$ cat src/shared/omps_pkg.sv
package omps_pkg;

    // Register byte offsets
    localparam logic [7:0] OMPS_SYSCTL_OFS = 8'h00;
    localparam logic [7:0] OMPS_STATUS_OFS = 8'h04;
    localparam logic [7:0] OMPS_AWC_OFS    = 8'h08;
    localparam logic [7:0] OMPS_BRC_OFS    = 8'h0c;
    localparam logic [7:0] OMPS_P1DIR_OFS  = 8'h10;
    localparam logic [7:0] OMPS_P2DIR_OFS  = 8'h14;
    localparam logic [7:0] OMPS_P5DIR_OFS  = 8'h18;
    localparam logic [7:0] OMPS_IST_OFS    = 8'h1c;
    localparam logic [7:0] OMPS_ICLR_OFS   = 8'h20;
    localparam logic [7:0] OMPS_IEN_OFS    = 8'h24;

    // system_control field positions
    localparam int OMPS_UE_BIT    = 3;
    localparam int OMPS_NMI_EDGE_SELECT_BIT = 2;
    localparam int OMPS_STANDBY_OUTPUT_KEEP_BIT  = 1;
    localparam int OMPS_INTERNAL_RAM_ENABLE_BIT  = 0;
    localparam logic [3:0] OMPS_SYSCTL_RST = 4'h9;

    // Interrupt status bits
    localparam int OMPS_EV_NMI   = 0;
    localparam int OMPS_EV_WIDTH = 1;
    localparam int OMPS_NEV      = 2;

    // Operating modes on the mode select pins
    localparam logic [2:0] OMPS_MODE_1 = 3'h1;
    localparam logic [2:0] OMPS_MODE_2 = 3'h2;
    localparam logic [2:0] OMPS_MODE_3 = 3'h3;
    localparam logic [2:0] OMPS_MODE_4 = 3'h4;
    localparam logic [2:0] OMPS_MODE_5 = 3'h5;
    localparam logic [2:0] OMPS_MODE_6 = 3'h6;
    localparam logic [2:0] OMPS_MODE_7 = 3'h7;

    // Area width reset values: a set bit means an 8-bit area
    localparam logic [7:0] OMPS_AWC_ALL8  = 8'hff;
    localparam logic [7:0] OMPS_AWC_ALL16 = 8'h00;

    // Address space size codes
    localparam logic [1:0] OMPS_SPACE_64K = 2'h0;
    localparam logic [1:0] OMPS_SPACE_1M  = 2'h1;
    localparam logic [1:0] OMPS_SPACE_16M = 2'h2;

endpackage : omps_pkg

$ cat src/rtl/omps_top.sv
// Notes on behaviour
// - user_flag_select 0 makes spare flag an interrupt mask, 1 a user flag.
// - nmi_edge_select 0 requests NMI on falling edge (reset), 1 on rising.
// - standby_output_keep 0 floats address bus, selects and strobes in standby.
// - standby_output_keep 1 holds address, drives selects and strobes high in standby.
// - internal_ram_enable set by reset or by a software write; standby leaves it unchanged.
// - internal_ram_enable 0 disables on-chip RAM, 1 enables; reset value 1.
// - Modes 1 and 2 drive ports 1, 2, 5 as A19..A0, 1-Mbyte space.
// - Modes 1, 3, 5 start 8-bit; go 16-bit once any area is 16-bit.
// - Modes 2, 4 start 16-bit; go 8-bit only when all areas are 8-bit.
// - Modes 3, 4 always output A20; A23..A21 once release bits 7..5 are 0.
// - Mode 5 ports 1, 2, 5 start as inputs; address pin when direction bit 1.
// - Mode 5 port A gives A23..A20 once release bits 7..4 are 0.
// - Mode 6 is single-chip, all ports general I/O, 64-kbyte space.
// - Mode 7 is single-chip, all ports general I/O, 1-Mbyte space.
// - Modes 1..5 port 3 is D15..D8; port 4 is D7..D0 only in 16-bit mode.
// - Expanded modes split external space into eight separately sized areas.
// - RAM enable cleared in modes 1..5 sends RAM range to external bus.
`timescale 1ns/10ps
module omps_top #(
    parameter int ADDR_W = 8
) (
    // Clock and reset
    input  wire logic              clk_i,
    input  wire logic              srst_i,
    // Avalon-MM slave
    input  wire logic [ADDR_W-1:0] address_i,
    input  wire logic              read_i,
    input  wire logic              write_i,
    input  wire logic [31:0]       writedata_i,
    input  wire logic [3:0]        byteenable_i,
    output logic      [31:0]       readdata_o,
    output logic                   waitrequest_o,
    // Pins from the board
    input  wire logic [2:0]        mode_select_pins_i,
    input  wire logic              nmi_i,
    // From bus controller and power control, same clock
    input  wire logic              standby_i,
    input  wire logic [23:0]       bus_addr_i,
    input  wire logic [7:0]        chip_select_lines_i,
    input  wire logic              address_strobe_n_i,
    input  wire logic              read_strobe_n_i,
    input  wire logic              upper_write_strobe_n_i,
    input  wire logic              lower_write_strobe_n_i,
    // External bus pins
    output logic      [23:0]       addr_o,
    output logic      [23:0]       addr_oe_o,
    output logic      [7:0]        chip_select_lines_o,
    output logic                   chip_select_oe_o,
    output logic                   address_strobe_n_o,
    output logic                   read_strobe_n_o,
    output logic                   upper_write_strobe_n_o,
    output logic                   lower_write_strobe_n_o,
    output logic                   strobe_oe_o,
    // Port function selects, 1 = bus function
    output logic      [7:0]        port1_addr_o,
    output logic      [7:0]        port2_addr_o,
    output logic                   port3_data_o,
    output logic                   port4_data_o,
    output logic      [3:0]        port5_addr_o,
    output logic      [3:0]        porta_addr_o,
    // System status
    output logic                   bus_16bit_o,
    output logic      [7:0]        area_8bit_o,
    output logic      [1:0]        addr_space_o,
    output logic                   ram_enable_o,
    output logic                   ram_external_o,
    output logic                   user_flag_mode_o,
    output logic                   nmi_req_o,
    output logic                   irq_o
);
    import omps_pkg::*;

    if (ADDR_W < 6) begin : g_bad_addr_w
        $error("omps_top: ADDR_W must be at least 6");
    end

    typedef struct packed {
        logic [2:0]  md_s1;
        logic [2:0]  md_s2;
        logic [2:0]  mode;
        logic        init;
        logic        nmi_s1;
        logic        nmi_s2;
        logic        nmi_d;
        logic [3:0]  sysctl;
        logic [7:0]  awc;
        logic [3:0]  brc;
        logic [7:0]  p1d;
        logic [7:0]  p2d;
        logic [3:0]  p5d;
        logic [1:0]  ist;
        logic [1:0]  ien;
        logic        ack;
        logic [31:0] rdata;
        logic        wide;
        logic        irq;
        logic        ramx;
        logic        wreq;
        logic        nmi_req;
        logic [23:0] addr;
        logic [23:0] addr_oe;
        logic [7:0]  cs_n;
        logic        cs_oe;
        logic [3:0]  strb_n;
        logic        strb_oe;
        logic [7:0]  p1f;
        logic [7:0]  p2f;
        logic        p3f;
        logic        p4f;
        logic [3:0]  p5f;
        logic [3:0]  paf;
        logic [1:0]  space;
    } omps_state_t;

    omps_state_t s_r;
    omps_state_t s_nxt;

    ////////////////////////////////////////////////////////////////////////////////
    logic [7:0]  offs;
    logic        expanded;
    logic        wide;
    logic        nmi_edge;
    logic        wr_go;
    logic        wr_b0;
    logic [1:0]  ev;
    logic [23:0] aoe;
    logic [7:0]  p1f;
    logic [7:0]  p2f;
    logic [3:0]  p5f;
    logic [3:0]  paf;
    logic [31:0] rd;

    assign offs = 8'(address_i);

    always_comb begin
        s_nxt    = s_r;
        expanded = (s_r.mode >= OMPS_MODE_1) && (s_r.mode <= OMPS_MODE_5);
        // Mode pins pass two flops before anything reads them
        s_nxt.md_s1  = mode_select_pins_i;
        s_nxt.md_s2  = s_r.md_s1;
        s_nxt.nmi_s1 = nmi_i;
        s_nxt.nmi_s2 = s_r.nmi_s1;
        s_nxt.nmi_d  = s_r.nmi_s2;

        // NMI edge per select bit
        if (s_r.sysctl[OMPS_NMI_EDGE_SELECT_BIT]) begin
            nmi_edge = s_r.nmi_s2 & ~s_r.nmi_d;
        end else begin
            nmi_edge = ~s_r.nmi_s2 & s_r.nmi_d;
        end
        s_nxt.nmi_req = nmi_edge;

        // Area widths come up per mode on the first cycle after reset
        if (!s_r.init) begin
            s_nxt.init = 1'b1;
            if (s_r.mode == OMPS_MODE_2 || s_r.mode == OMPS_MODE_4) begin
                s_nxt.awc = OMPS_AWC_ALL16;
            end else begin
                s_nxt.awc = OMPS_AWC_ALL8;
            end
        end

        // Bus answers one cycle after a request is seen
        wr_go       = write_i & s_r.ack;
        wr_b0       = wr_go & byteenable_i[0];
        s_nxt.ack   = (read_i | write_i) & ~s_r.ack & s_r.init;
        s_nxt.wreq  = ~s_nxt.ack;
        rd          = 32'h0;
        if (offs == OMPS_SYSCTL_OFS) begin
            rd[3:0] = s_r.sysctl;
        end else if (offs == OMPS_STATUS_OFS) begin
            rd[2:0] = s_r.mode;
            rd[3]   = s_r.wide;
            rd[5:4] = s_r.space;
            rd[6]   = expanded;
        end else if (offs == OMPS_AWC_OFS) begin
            rd[7:0] = s_r.awc;
        end else if (offs == OMPS_BRC_OFS) begin
            rd[7:4] = s_r.brc;
        end else if (offs == OMPS_P1DIR_OFS) begin
            rd[7:0] = s_r.p1d;
        end else if (offs == OMPS_P2DIR_OFS) begin
            rd[7:0] = s_r.p2d;
        end else if (offs == OMPS_P5DIR_OFS) begin
            rd[3:0] = s_r.p5d;
        end else if (offs == OMPS_IST_OFS) begin
            rd[1:0] = s_r.ist;
        end else if (offs == OMPS_IEN_OFS) begin
            rd[1:0] = s_r.ien;
        end
        if (s_nxt.ack) begin
            s_nxt.rdata = rd;
        end

        // Register writes; RAM enable is touched by software and reset only
        if (wr_b0) begin
            if (offs == OMPS_SYSCTL_OFS) begin
                s_nxt.sysctl = writedata_i[3:0];
            end else if (offs == OMPS_AWC_OFS) begin
                s_nxt.awc = writedata_i[7:0];
            end else if (offs == OMPS_BRC_OFS) begin
                s_nxt.brc = writedata_i[7:4];
            end else if (offs == OMPS_P1DIR_OFS) begin
                s_nxt.p1d = writedata_i[7:0];
            end else if (offs == OMPS_P2DIR_OFS) begin
                s_nxt.p2d = writedata_i[7:0];
            end else if (offs == OMPS_P5DIR_OFS) begin
                s_nxt.p5d = writedata_i[3:0];
            end else if (offs == OMPS_IEN_OFS) begin
                s_nxt.ien = writedata_i[1:0];
            end
        end

        // In expanded modes any 16-bit area means a 16-bit bus
        wide       = expanded && (s_nxt.awc != OMPS_AWC_ALL8);
        s_nxt.wide = wide;

        // Sticky events; a new event beats a clear in the same cycle
        ev                = '0;
        ev[OMPS_EV_NMI]   = nmi_edge;
        ev[OMPS_EV_WIDTH] = s_r.init & (wide != s_r.wide);
        if (wr_b0 && offs == OMPS_ICLR_OFS) begin
            s_nxt.ist = s_r.ist & ~writedata_i[1:0];
        end
        s_nxt.ist = s_nxt.ist | ev;
        s_nxt.irq = |(s_nxt.ist & s_nxt.ien);

        // Port functions per mode
        p1f = 8'h00;
        p2f = 8'h00;
        p5f = 4'h0;
        paf = 4'h0;
        s_nxt.space = OMPS_SPACE_16M;
        case (s_r.mode)
            OMPS_MODE_1, OMPS_MODE_2: begin
                p1f = 8'hff;
                p2f = 8'hff;
                p5f = 4'hf;
                s_nxt.space = OMPS_SPACE_1M;
            end
            OMPS_MODE_3, OMPS_MODE_4: begin
                p1f    = 8'hff;
                p2f    = 8'hff;
                p5f    = 4'hf;
                paf[3] = 1'b1;
                paf[2:0] = (s_r.brc[3:1] == 3'h0) ? 3'h7 : 3'h0;
            end
            OMPS_MODE_5: begin
                p1f = s_r.p1d;
                p2f = s_r.p2d;
                p5f = s_r.p5d;
                paf = (s_r.brc == 4'h0) ? 4'hf : 4'h0;
            end
            OMPS_MODE_6: begin
                s_nxt.space = OMPS_SPACE_64K;
            end
            default: begin
                s_nxt.space = OMPS_SPACE_1M;
            end
        endcase
        s_nxt.p1f = p1f;
        s_nxt.p2f = p2f;
        s_nxt.p5f = p5f;
        s_nxt.paf = paf;
        s_nxt.p3f = expanded;
        s_nxt.p4f = wide;
        s_nxt.ramx = ~s_nxt.sysctl[OMPS_INTERNAL_RAM_ENABLE_BIT] & expanded;

        // Port A pin 7 carries A20, pins 6..4 carry A23..A21
        aoe = {paf[2:0], paf[3], p5f, p2f, p1f};

        // Bus pins; single-chip modes never drive them
        if (!expanded) begin
            s_nxt.addr_oe = 24'h0;
            s_nxt.cs_oe   = 1'b0;
            s_nxt.strb_oe = 1'b0;
            s_nxt.cs_n    = 8'hff;
            s_nxt.strb_n  = 4'hf;
        end else if (standby_i) begin
            if (s_r.sysctl[OMPS_STANDBY_OUTPUT_KEEP_BIT]) begin
                s_nxt.addr_oe = aoe;
                s_nxt.cs_n    = 8'hff;
                s_nxt.strb_n  = 4'hf;
                s_nxt.cs_oe   = 1'b1;
                s_nxt.strb_oe = 1'b1;
            end else begin
                s_nxt.addr_oe = 24'h0;
                s_nxt.cs_oe   = 1'b0;
                s_nxt.strb_oe = 1'b0;
            end
        end else begin
            s_nxt.addr    = bus_addr_i;
            s_nxt.addr_oe = aoe;
            s_nxt.cs_n    = chip_select_lines_i;
            s_nxt.strb_n  = {address_strobe_n_i, read_strobe_n_i,
                             upper_write_strobe_n_i, lower_write_strobe_n_i};
            s_nxt.cs_oe   = 1'b1;
            s_nxt.strb_oe = 1'b1;
        end

        // Synchronous reset; mode pins keep shifting so the mode is latched in reset
        if (srst_i) begin
            s_nxt        = '0;
            s_nxt.md_s1  = mode_select_pins_i;
            s_nxt.md_s2  = s_r.md_s1;
            s_nxt.mode   = s_r.md_s2;
            s_nxt.sysctl = OMPS_SYSCTL_RST;
            s_nxt.awc    = OMPS_AWC_ALL8;
            s_nxt.brc    = 4'hf;
            s_nxt.cs_n   = 8'hff;
            s_nxt.strb_n = 4'hf;
            s_nxt.space  = OMPS_SPACE_16M;
            s_nxt.nmi_s1 = 1'b1;
            s_nxt.nmi_s2 = 1'b1;
            s_nxt.nmi_d  = 1'b1;
            s_nxt.wreq   = 1'b1;
        end
    end

    always_ff @(posedge clk_i) begin
        s_r <= s_nxt;
    end

    ////////////////////////////////////////////////////////////////////////////////
    // Outputs straight from the state register
    assign readdata_o             = s_r.rdata;
    assign waitrequest_o          = s_r.wreq;
    assign addr_o                 = s_r.addr;
    assign addr_oe_o              = s_r.addr_oe;
    assign chip_select_lines_o    = s_r.cs_n;
    assign chip_select_oe_o       = s_r.cs_oe;
    assign address_strobe_n_o     = s_r.strb_n[3];
    assign read_strobe_n_o        = s_r.strb_n[2];
    assign upper_write_strobe_n_o = s_r.strb_n[1];
    assign lower_write_strobe_n_o = s_r.strb_n[0];
    assign strobe_oe_o            = s_r.strb_oe;
    assign port1_addr_o           = s_r.p1f;
    assign port2_addr_o           = s_r.p2f;
    assign port3_data_o           = s_r.p3f;
    assign port4_data_o           = s_r.p4f;
    assign port5_addr_o           = s_r.p5f;
    assign porta_addr_o           = s_r.paf;
    assign bus_16bit_o            = s_r.wide;
    assign area_8bit_o            = s_r.awc;
    assign addr_space_o           = s_r.space;
    // Ram routing flags are plain copies of flops
    assign ram_enable_o           = s_r.sysctl[OMPS_INTERNAL_RAM_ENABLE_BIT];
    assign ram_external_o         = s_r.ramx;
    assign user_flag_mode_o       = s_r.sysctl[OMPS_UE_BIT];
    assign nmi_req_o              = s_r.nmi_req;
    assign irq_o                  = s_r.irq;

endmodule : omps_top

$ cat config.mk
export PLATFORM = sky130hd
export DESIGN_NAME = omps_top
export DESIGN_NICKNAME = d
export VERILOG_FILES = /design/src/shared/omps_pkg.sv /design/src/rtl/omps_top.sv
export SDC_FILE = /design/constraint.sdc
export NUM_CORES = 1
export LEC_CHECK = 0
export ABC_AREA = 1
export BUFFER_PORTS_ARGS = -buffer_cell sky130_fd_sc_hd__clkbuf_2
export CAP_MARGIN = 25
export CORE_ASPECT_RATIO = 1.2
export CORE_MARGIN = 5
export CORE_UTILIZATION = 25
export CTS_BUF_LIST = sky130_fd_sc_hd__clkbuf_2
export CTS_CLUSTER_SIZE = 40
export DETAILED_ROUTE_END_ITERATION = 16
export PLACE_DENSITY_LB_ADDON = 0.12
export SETUP_SLACK_MARGIN = 0.5
export SLEW_MARGIN = 15
export SYNTH_ARGS = -nofsm -noshare
export SYNTH_HDL_FRONTEND = slang
export SYNTH_SLANG_ARGS = --single-unit
$ cat constraint.sdc
create_clock -name clk_i -period 1.7 [get_ports clk_i]
set_input_delay 0.34 -clock clk_i [delete_from_list [all_inputs] [get_ports clk_i]]
set_output_delay 0.34 -clock clk_i [all_outputs]
set_load 0.01 [all_outputs]
==> results.json, run 1 <==
{
  "layout_commonest_cell": "nand2_1",
  "muxShareOfSynthArea_pct": 0.3069,
  "skew_ns": 0.04193,
  "post-route-period-util_pct": 108.0,
  "grt_pass1_wl_mm": 33.21,
  "clkLatencyLatePin_ns": 0.73,
  "endpoint_kind": "flip-flop",
  "hold_path.startpoint": "write_i",
  "grt_max_degree": 42,
  "die_area_um2": 29440,
  "grt_pass1_vias": 5916,
  "dpl.hpwl_mm": 15.27,
  "via_count": 5989,
  "fp.dieH_um": 187.0,
  "design_area_um2": 10710,
  "avgRoutedWirePerCell_um": 15.87,
  "crit_family": "simple AND/OR/NAND/NOR gates",
  "drt_iter0_drc": 205,
  "finalCriticalPeriod_ns": 1.835,
  "hold_buffers": 50,
  "ys_types": 36,
  "clkSinkCount": 151,
  "synthSimpleGateAreaFrac_pct": 21.02,
  "drv_cap": 0,
  "max_freq_mhz": 544.9,
  "peakVddDrop_mv": 0.3320,
  "drc_errors": 0,
  "power.leakage_nw": 4.716,
  "htreeDepth": 4,
  "area_growth_pct": 64.19,
  "crit_type": "reg2reg",
  "layout-drive-gt1-share_pct": 58.67,
  "required_ns": 2.38,
  "layout_setup_ws_ns": -0.1353,
  "p_per_area_nw_per_um2": 739.1,
  "violations": "negative setup slack",
  "yosys.area_share.adder_pct": 0,
  "setup_viol": 74,
  "netlist.area_leader.share_pct": 45.42,
  "die_w_um": 157.5,
  "grtUsageTotal_pct": 14.81,
  "holdPathEnd": "area_8bit_o[2]",
  "core-area_um2": 25620,
  "utilization_pct": 41.80,
  "ys_warn_count": 0,
  "yosysTopAreaCell": "dfxtp_1",
  "slew_viol_final": 0,
  "gr-total-overflow": 0,
  "hold_viol_final": 0,
  "fin_cells": 1410,
  "path_buf_inv": 3,
  "layout.nets": 1157,
  "status": "finished with violations",
  "syn_area_um2": 6524,
  "path_cells": "nor2_2 -> nand2_2 -> nand3_4 -> nand2_1 -> nand2_1 -> nand2_1 -> nand2_1 -> nor2_2 -> nand2_2 -> nand2_2 -> buf_4 -> buf_6 -> buf_6 -> nor2_1",
  "numPortBuffers": 174,
  "cts_max_path_buffers": 2,
  "antenna_found_initial": 1,
  "clk_pin_slew_ns": 0.24,
  "mostFrequentLayoutCells": "107 x nand2_1, 101 x buf_6, 85 x buf_4, 81 x clkbuf_2, 78 x dfxtp_2",
  "cpMostUsedCell": "nand2_1",
  "initial_core_util_pct": 25.46,
  "start_kind": "flip-flop",
  "dp_slack_ns": -0.2612,
  "syn_area_per_cell_um2": 7.985,
  "netlist_top_cells_area": "dfxtp_1 45%, buf_4 14%, nand2_1 7.9%, a21oi_1 5.9%, nand3_1 4.0%",
  "min_path_cells": 6,
  "r2r-end": "port4_data_o",
  "finalWirelength_mm": 22.38,
  "root_buffer": "clkbuf_2",
  "seq_area_frac_synth_pct": 46.80,
  "critPathMaxFanout": 8,
  "dpl_cell_area_um2": 7642,
  "synth-compound-area-share_pct": 11.20,
  "cts_tree": "built",
  "vias_per_cell": 4.248,
  "max_stage_delay_ns": 0.49,
  "drt_first_pass_iters": 6,
  "r2r_start": "s_r[173]",
  "rows": 64,
  "grt_setup_unrepaired": "true",
  "synth_seq_cells": 151,
  "fill_cells": 2553,
  "worst_ep_arrival_time_ns": 2.51,
  "place_inst": 1263,
  "reg2reg_depth": 14,
  "synth_top_family_by_area": "simple AND/OR/NAND/NOR gates",
  "crit_slowest_cell": "edfxtp_1",
  "hold_class": "in2reg",
  "gp_congestion": 0.8058,
  "cts_buffers": 17,
  "regToRegSetupSlack_ns": -0.14,
  "ios": 226,
  "syn_inst": 817,
  "ant_nets": 0,
  "synth-xor-area-share_pct": 0
}
## synthesized netlist by cell type
library cell,number
nor2_1,60
clkinv_1,1
nand3b_1,1
nor3_1,9
nand2_1,138
edfxtp_1,3
nor2_2,2
clkbuf_1,17
o22ai_1,12
o221ai_1,4
nor3_2,1
o21ai_0,25
nor2_4,4
conb_1,1
inv_2,8
nand3_1,52
o2111ai_1,2
mux2i_1,2
buf_4,125
o211ai_1,9
a221oi_1,1
or2_2,23
clkbuf_8,1
buf_2,8
a31oi_1,1
nor4_1,1
buf_1,3
nand2_4,1
o21ai_1,2
nand3_2,3
dfxtp_1,148
nand2_2,3
buf_6,1
nand4_1,6
a21oi_1,77
inv_1,62
## cell families after synthesis
logic type,count (synthesis)
AO/OA/AOI/OAI,133
multiplexers,2
flip-flops,151
other,1
AND/OR/NAND/NOR,304
buffers and inverters,226
## report_power, final
group | switching, mW | internal (mW)
combinational | 0.762 | 0.848
sequential | 0.0849 | 3.72
clock | 1.26 | 1.25
total | 2.11 | 5.81
## worst min-delay path: stages
cell,delay (ns)
clkbuf_2,0.11
nand3_4,0.07
buf_6,0.11
nor2_4,0.04
nand2_1,0.08
nand3_2,0.05
## timing repair
| action | in CTS | in global routing |
|---|---|---|
| cloned | 14 | 1 |
| endpoints found under the setup margin | 248 | 249 |
| pin swaps | 30 | 37 |
| resized for setup | 252 | 260 |
| setup buffers | 36 | 15 |
| endpoints found under the hold margin | 66 | 2 |
## worst max-delay path by stage
stage | startpoint | endpoint | cells past startpoint
2_1_floorplan | address_i[0] | irq_o | 15
3_3_place_gp | address_i[0] | irq_o | 15
3_5_place_dp | address_i[7] | irq_o | 17
4_1_cts | area_8bit_o[7] | area_8bit_o[7] | 2
5_1_grt | s_r[173] | irq_o | 14
6_report | s_r[173] | port4_data_o | 14
## through the flow
stage	setup TNS, ns	hold slack (ns)	power, mW
finish	-3.626	0.07261	7.917
global route	-13.17	-0.02994	8.328
CTS	-1.672	-0.05780	7.910
detailed placement	-3.527	0.3136	4.805
global placement	-3.324	0.3103	4.803
floorplan	0	0.3096	4.549
## flip-flops by register name, indices dropped and copies added, names as in the netlist, 2 cells and up
name and cells:
s_r 44, addr_o 24, addr_oe_o 22, area_8bit_o 8, chip_select_lines_o 8, port1_addr_o 8, port2_addr_o 8, readdata_o 8
port5_addr_o 4, addr_space_o 2, porta_addr_o 2
## layout make-up
cell class,count,area (um^2),area share (%)
inverters,71,302.8,2.827
multi-input cells,466,3012,28.12
clock buffers,19,95.09,0.8877
repair buffers,360,3475,32.44
flip-flops and latches,151,3177,29.66
clock inverters,11,205.2,1.916
well taps,330,412.9,3.855
repair inverters,1,30.03,0.2803
diodes,1,2.502,0.02336
## per-layer routing
layer | track usage (%) | vias up | wire length [um]
li1 | - | 3007 | -
met2 | 25.72 | 174 | 11480
met4 | 5.892 | 0 | 653
met5 | 0 | - | 0
met3 | 3.124 | 34 | 1088
met1 | 17.63 | 2774 | 9157
(Power assumes the default switching activity.)
==> run 2: changes to the inputs <==
- ABC_AREA: 1 -> not set
==> run 2 against run 1 <==
Against the previous run: the flow still finishes with violations (negative setup slack); power down 3.6%; core utilization up 1.5 points; count of clock-buffer cells in the layout fell by 2; sequential share of layout area is 1.3 points lower; worst hold slack improved by 0.033 ns; largest cell class unchanged; non-clock buffer count grew 27; synthesized cell count down 6.4%; maximum frequency grew 5.3%; flip-flop and latch count is the same.
==> results.json, run 2 <==
{
  "status": "finished with violations",
  "violations": "negative setup slack",
  "syn_area_um2": 6639,
  "hold_viol_final": 0,
  "max_freq_mhz": 573.5,
  "numPortBuffers": 174,
  "hold_class": "in2reg",
  "layout-drive-gt1-share_pct": 65.54,
  "worst_ep_arrival_time_ns": 2.41,
  "layout.nets": 1115,
  "start_kind": "flip-flop",
  "grt_max_degree": 46,
  "layout_setup_ws_ns": -0.04357,
  "syn_area_per_cell_um2": 8.678,
  "avgRoutedWirePerCell_um": 17.89,
  "ios": 226,
  "netlist_top_cells_area": "dfxtp_1 45%, buf_4 14%, nand2_1 6.4%, mux2i_1 4.7%, a21oi_1 3.1%",
  "drt_first_pass_iters": 4,
  "die_w_um": 158.8,
  "drc_errors": 0,
  "required_ns": 2.37,
  "fp.dieH_um": 188.5,
  "yosys.area_share.adder_pct": 0,
  "cts_tree": "built",
  "max_stage_delay_ns": 0.46,
  "place_inst": 1205,
  "synthSimpleGateAreaFrac_pct": 19.17,
  "die_area_um2": 29930,
  "vias_per_cell": 4.462,
  "yosysTopAreaCell": "dfxtp_1",
  "rows": 65,
  "grtUsageTotal_pct": 15.69,
  "finalCriticalPeriod_ns": 1.744,
  "p_total_mw": 7.635,
  "skew_ns": 0.05765,
  "timing.hold.ws_ns": 0.1055,
  "p_per_area_nw_per_um2": 670.9,
  "antenna_found_initial": 1,
  "mostFrequentLayoutCells": "111 x buf_6, 95 x buf_4, 78 x clkbuf_2, 77 x dfxtp_2, 57 x nand2_1",
  "gr-total-overflow": 0,
  "grt_setup_unrepaired": "true",
  "fin_cells": 1375,
  "netlist.area_leader.share_pct": 44.63,
  "clkLatencyLatePin_ns": 0.77,
  "drv_cap": 0,
  "async_reset_ff_share_pct": 0,
  "via_count": 6135,
  "synth_top_flop_cell": "dfxtp_1",
  "synth_seq_cells": 151,
  "largest_reg_flops": 44,
  "crit_family": "buffers and inverters",
  "synth-compound-area-share_pct": 12.48,
  "core-area_um2": 26270,
  "htreeDepth": 4,
  "ys_warn_count": 0,
  "path_cells": "buf_6 -> nor3_4 -> buf_4 -> buf_6 -> nor2_4 -> buf_12 -> buf_12 -> buf_16 -> and3_4",
  "cts_max_path_buffers": 2,
  "critPathMaxFanout": 7,
  "peakVddDrop_mv": 0.3124,
  "synth-xor-area-share_pct": 0.1319,
  "synth_top_family_by_area": "simple AND/OR/NAND/NOR gates",
  "area_growth_pct": 71.41,
  "synth-edff-count": 3,
  "cts_buffers": 17,
  "clk_pin_slew_ns": 0.26,
  "muxShareOfSynthArea_pct": 4.844,
  "ys_types": 61,
  "layout_commonest_cell": "buf_6",
  "fill_cells": 2544,
  "root_buffer": "clkbuf_2",
  "power.leakage_nw": 4.971,
  "syn_inst": 765,
  "drt_iter0_drc": 222,
  "clkSinkCount": 151,
  "post-route-period-util_pct": 102.6,
  "setup_viol": 30,
  "register_area_um2": 3228,
  "slew_viol_final": 0,
  "grt_pass1_vias": 6121,
  "initial_core_util_pct": 25.27,
  "endpoint_kind": "flip-flop",
  "grt_pass1_wl_mm": 36.49,
  "multi_input_area_um2": 3623,
  "finalWirelength_mm": 24.60,
  "synthTopCellsByCount": "148 x dfxtp_1, 124 x buf_4, 113 x nand2_1",
  "utilization_pct": 43.32,
  "synth_most_common_cell": "dfxtp_1",
  "dpl.hpwl_mm": 16.37,
  "path_buf_inv": 6,
  "crit_type": "reg2reg",
  "crit_slowest_cell": "edfxtp_1",
  "seq_area_frac_synth_pct": 45.99,
  "ant_nets": 0,
  "top_register": "s_r",
  "gp_congestion": 0.8072
}
run 2: final cells by class:
class / instances / share of cell area [%]
Tap cell: 335 / 3.683
Multi-Input combinational cell: 458 / 31.84
Sequential cell: 151 / 28.37
Inverter: 11 / 0.4618
Antenna cell: 1 / 0.02199
Clock inverter: 15 / 1.198
Clock buffer: 17 / 0.7477
Timing Repair Buffer: 387 / 33.68
run 2: cells by family (layout without fill, tap and decap cells):
family / count (synthesis) / after routing
AO/OA/AOI/OAI: 135 / 135
other: 1 / 25
buffers and inverters: 180 / 430
AND/OR/NAND/NOR: 265 / 266
XOR/XNOR: 1 / 1
multiplexers: 32 / 32
flip-flops: 151 / 151
run 2: path summary, 6_finish.rpt:
| check | from | to | slack (ns) | cells after the start |
|---|---|---|---|---|
| setup / recovery | s_r[174] | addr_oe_o[9] | -0.04 | 9 |
| hold / removal | writedata_i[1] | s_r[165] | 0.11 | 4 |
| setup reg to reg | s_r[174] | addr_oe_o[9] | -0.04 | 9 |
| hold reg to reg | s_r[178] | s_r[175] | 0.35 | 0 |
run 2: power by group:
| group | total (mW) | internal [mW] | leakage (nW) | switching, mW |
|---|---|---|---|---|
| registers | 3.81 | 3.71 | 1.27 | 0.102 |
| clock network | 1.99 | 0.449 | 0.131 | 1.54 |
| logic | 1.83 | 1.01 | 3.57 | 0.819 |
| total | 7.64 | 5.17 | 4.97 | 2.46 |
run 2: worst reg2reg max path, delay by kind of cell (launching register included):
| kind | cells | cell delay (ns) |
|---|---|---|
| flip-flops | 1 | 0.46 |
| buffers and inverters | 6 | 0.79 |
| AND/OR/NAND/NOR | 3 | 0.41 |
run 2: metal layers:
metal	up-vias	routed length, um	track usage [%]
met3	47	891	3.238
li1	2988	-	-
met4	0	700	6.289
met1	2939	10070	18.82
met5	-	0	0
met2	161	12940	27.37
run 2: stage by stage:
| step | area, um^2 | setup TNS (ns) | worst slack [ns] |
|---|---|---|---|
| 6_report | 11380 | -0.6107 | -0.04357 |
| 5_1_grt | 11380 | -8.472 | -0.1559 |
| 4_1_cts | 10230 | -1.610 | -0.1390 |
| 3_5_place_dp | 7707 | -10.42 | -0.3196 |
| 3_3_place_gp | 7696 | -19.46 | -0.3041 |
| 2_1_floorplan | 7002 | -2.376 | -0.1733 |
run 2: timing repair:
| item | CTS | global route |
|---|---|---|
| gates resized for setup | 346 | 326 |
| hold endpoints to repair | 79 | 0 |
| hold buffers | 50 | 0 |
| pin swaps | 85 | 48 |
| cloned | 14 | 0 |
| setup endpoints to repair | 248 | 247 |
| buffers inserted | 53 | 20 |
==> run 3: changes to the inputs <==
- MAX_ROUTING_LAYER: not set -> met4
==> run 3 against run 2 <==
Against the previous run: the flow still finishes with violations (negative setup slack); global-route usage up 0.47 points; die area unchanged; clock power about the same; count of clock-buffer cells in the layout unchanged; sequential power about the same; worst hold slack better by 0.0037 ns; non-clock buffer count unchanged; sequential share of layout area unchanged; core utilization unchanged; critical path depth down 7.
==> results.json, run 3 (synthesis results as in run 2) <==
{
  "status": "finished with violations",
  "violations": "negative setup slack",
  "peakVddDrop_mv": 0.3121,
  "path_buf_inv": 2,
  "layout-drive-gt1-share_pct": 65.54,
  "finalCriticalPeriod_ns": 1.743,
  "swShare_pct": 32.33,
  "antenna_found_initial": 1,
  "gr-total-overflow": 0,
  "dpl_cell_area_um2": 7707,
  "layout.nets": 1115,
  "p_sw_mw": 2.470,
  "crit_family": "flip-flops",
  "die_w_um": 158.8,
  "fp.dieH_um": 188.5,
  "grt_pass1_vias": 6107,
  "die_area_um2": 29930,
  "initial_core_util_pct": 25.27,
  "cts_buffers": 17,
  "design_area_um2": 11380,
  "critPathMaxFanout": 2,
  "ant_nets": 0,
  "multi_input_area_um2": 3623,
  "drv_cap": 0,
  "crit_slowest_cell": "dfxtp_2",
  "power.leakage_nw": 4.971,
  "cpMostUsedCell": "buf_6",
  "grt_max_degree": 46,
  "max_freq_mhz": 573.7,
  "mostFrequentLayoutCells": "111 x buf_6, 95 x buf_4, 78 x clkbuf_2, 77 x dfxtp_2, 57 x nand2_1",
  "fin_cells": 1375,
  "max_stage_delay_ns": 0.40,
  "grtUsageTotal_pct": 16.16,
  "via_count": 6130,
  "combPwrFrac_pct": 23.9,
  "utilization_pct": 43.32,
  "clk_pin_slew_ns": 0.31,
  "register_area_um2": 3228,
  "hold_viol_final": 0,
  "layout_setup_ws_ns": -0.04304,
  "drt_iter0_drc": 206,
  "avgRoutedWirePerCell_um": 17.91,
  "crit_type": "reg2out",
  "layout_commonest_cell": "buf_6",
  "required_ns": 1.36,
  "slew_viol_final": 0,
  "area_growth_pct": 71.41,
  "dpl.hpwl_mm": 16.37,
  "setup_viol": 23,
  "clkSinkCount": 151,
  "path_cells": "buf_6 -> buf_6",
  "post-route-period-util_pct": 102.5,
  "fill_cells": 2544,
  "rows": 65,
  "start_kind": "flip-flop",
  "top_register": "s_r",
  "grt_setup_unrepaired": "true",
  "gp_congestion": 0.8190,
  "dp_slack_ns": -0.3196,
  "grt_pass1_wl_mm": 36.56,
  "finalWirelength_mm": 24.63,
  "skew_ns": 0.06688,
  "worst_ep_arrival_time_ns": 1.40,
  "p_per_area_nw_per_um2": 671.4,
  "cts_tree": "built",
  "drt_first_pass_iters": 5,
  "p_seq_share_pct": 49.9,
  "endpoint_kind": "output pin",
  "core-area_um2": 26270,
  "hold_class": "in2reg",
  "numPortBuffers": 174,
  "largest_reg_flops": 44,
  "vias_per_cell": 4.458,
  "cts_max_path_buffers": 2,
  "root_buffer": "clkbuf_2",
  "p_clk_share_pct": 26.1,
  "place_inst": 1205,
  "internal-power_mw": 5.171,
  "clkLatencyLatePin_ns": 0.77,
  "timing.hold.ws_ns": 0.1092,
  "ios": 226,
  "drc_errors": 0,
  "htreeDepth": 4
}
[run 3: cell type report]
cell class / count / area share, %
timing repair buffer: 387 / 33.68
multi-input combinational: 458 / 31.84
sequential: 151 / 28.37
tap: 335 / 3.683
clock inverter: 15 / 1.198
clock buffer: 17 / 0.7477
inverter: 11 / 0.4618
antenna: 1 / 0.02199
[run 3: worst min-delay path: cells and delay by family]
family | cells | cell delay [ns]
buffers and inverters | 2 | 0.33
muxes | 1 | 0.13
and+or+nand+nor | 1 | 0.05
[run 3: timing repair]
action	4_1_cts	5_1_grt
endpoints found under the setup margin	248	247
hold buffers	50	0
gates resized for setup	346	325
hold endpoints to repair	79	0
setup buffers	53	20
cloned	14	0
pin swaps	85	48
[run 3: routing by layer]
layer / global-route usage (%) / up-vias / part of all wire (%)
li1: - / 2986 / -
met1: 18.91 / 2949 / 41
met2: 27.44 / 158 / 53
met3: 3.063 / 37 / 3.3
met4: 6.289 / 0 / 2.6
met5: - / - / 0
[run 3: power groups by stage]
stage	Sequential, mW	Combinational, mW	Clock (mW)
after floorplan	3.84	0.707	0
after global placement	3.87	0.989	0
after detailed placement	3.87	0.992	0
after CTS	3.80	1.57	2.12
after global routing	3.84	1.95	2.24
final	3.81	1.83	2.00
[run 3: metrics by stage]
step                total power, mW  setup TNS (ns)
CTS                           7.488          -1.610
detailed placement            4.860          -10.42
global placement              4.858          -19.46
floorplan                     4.548          -2.376
finish                        7.641         -0.4846
global route                  8.028          -9.082
[run 3: worst paths after layout]
check,startpoint,to,slack (ns),depth (start not counted)
min,writedata_i[1],s_r[137],0.11,4
min reg2reg,s_r[178],s_r[175],0.35,0
max reg2reg,s_r[174],addr_oe_o[9],-0.04,9
max,area_8bit_o[6],area_8bit_o[6],-0.04,2
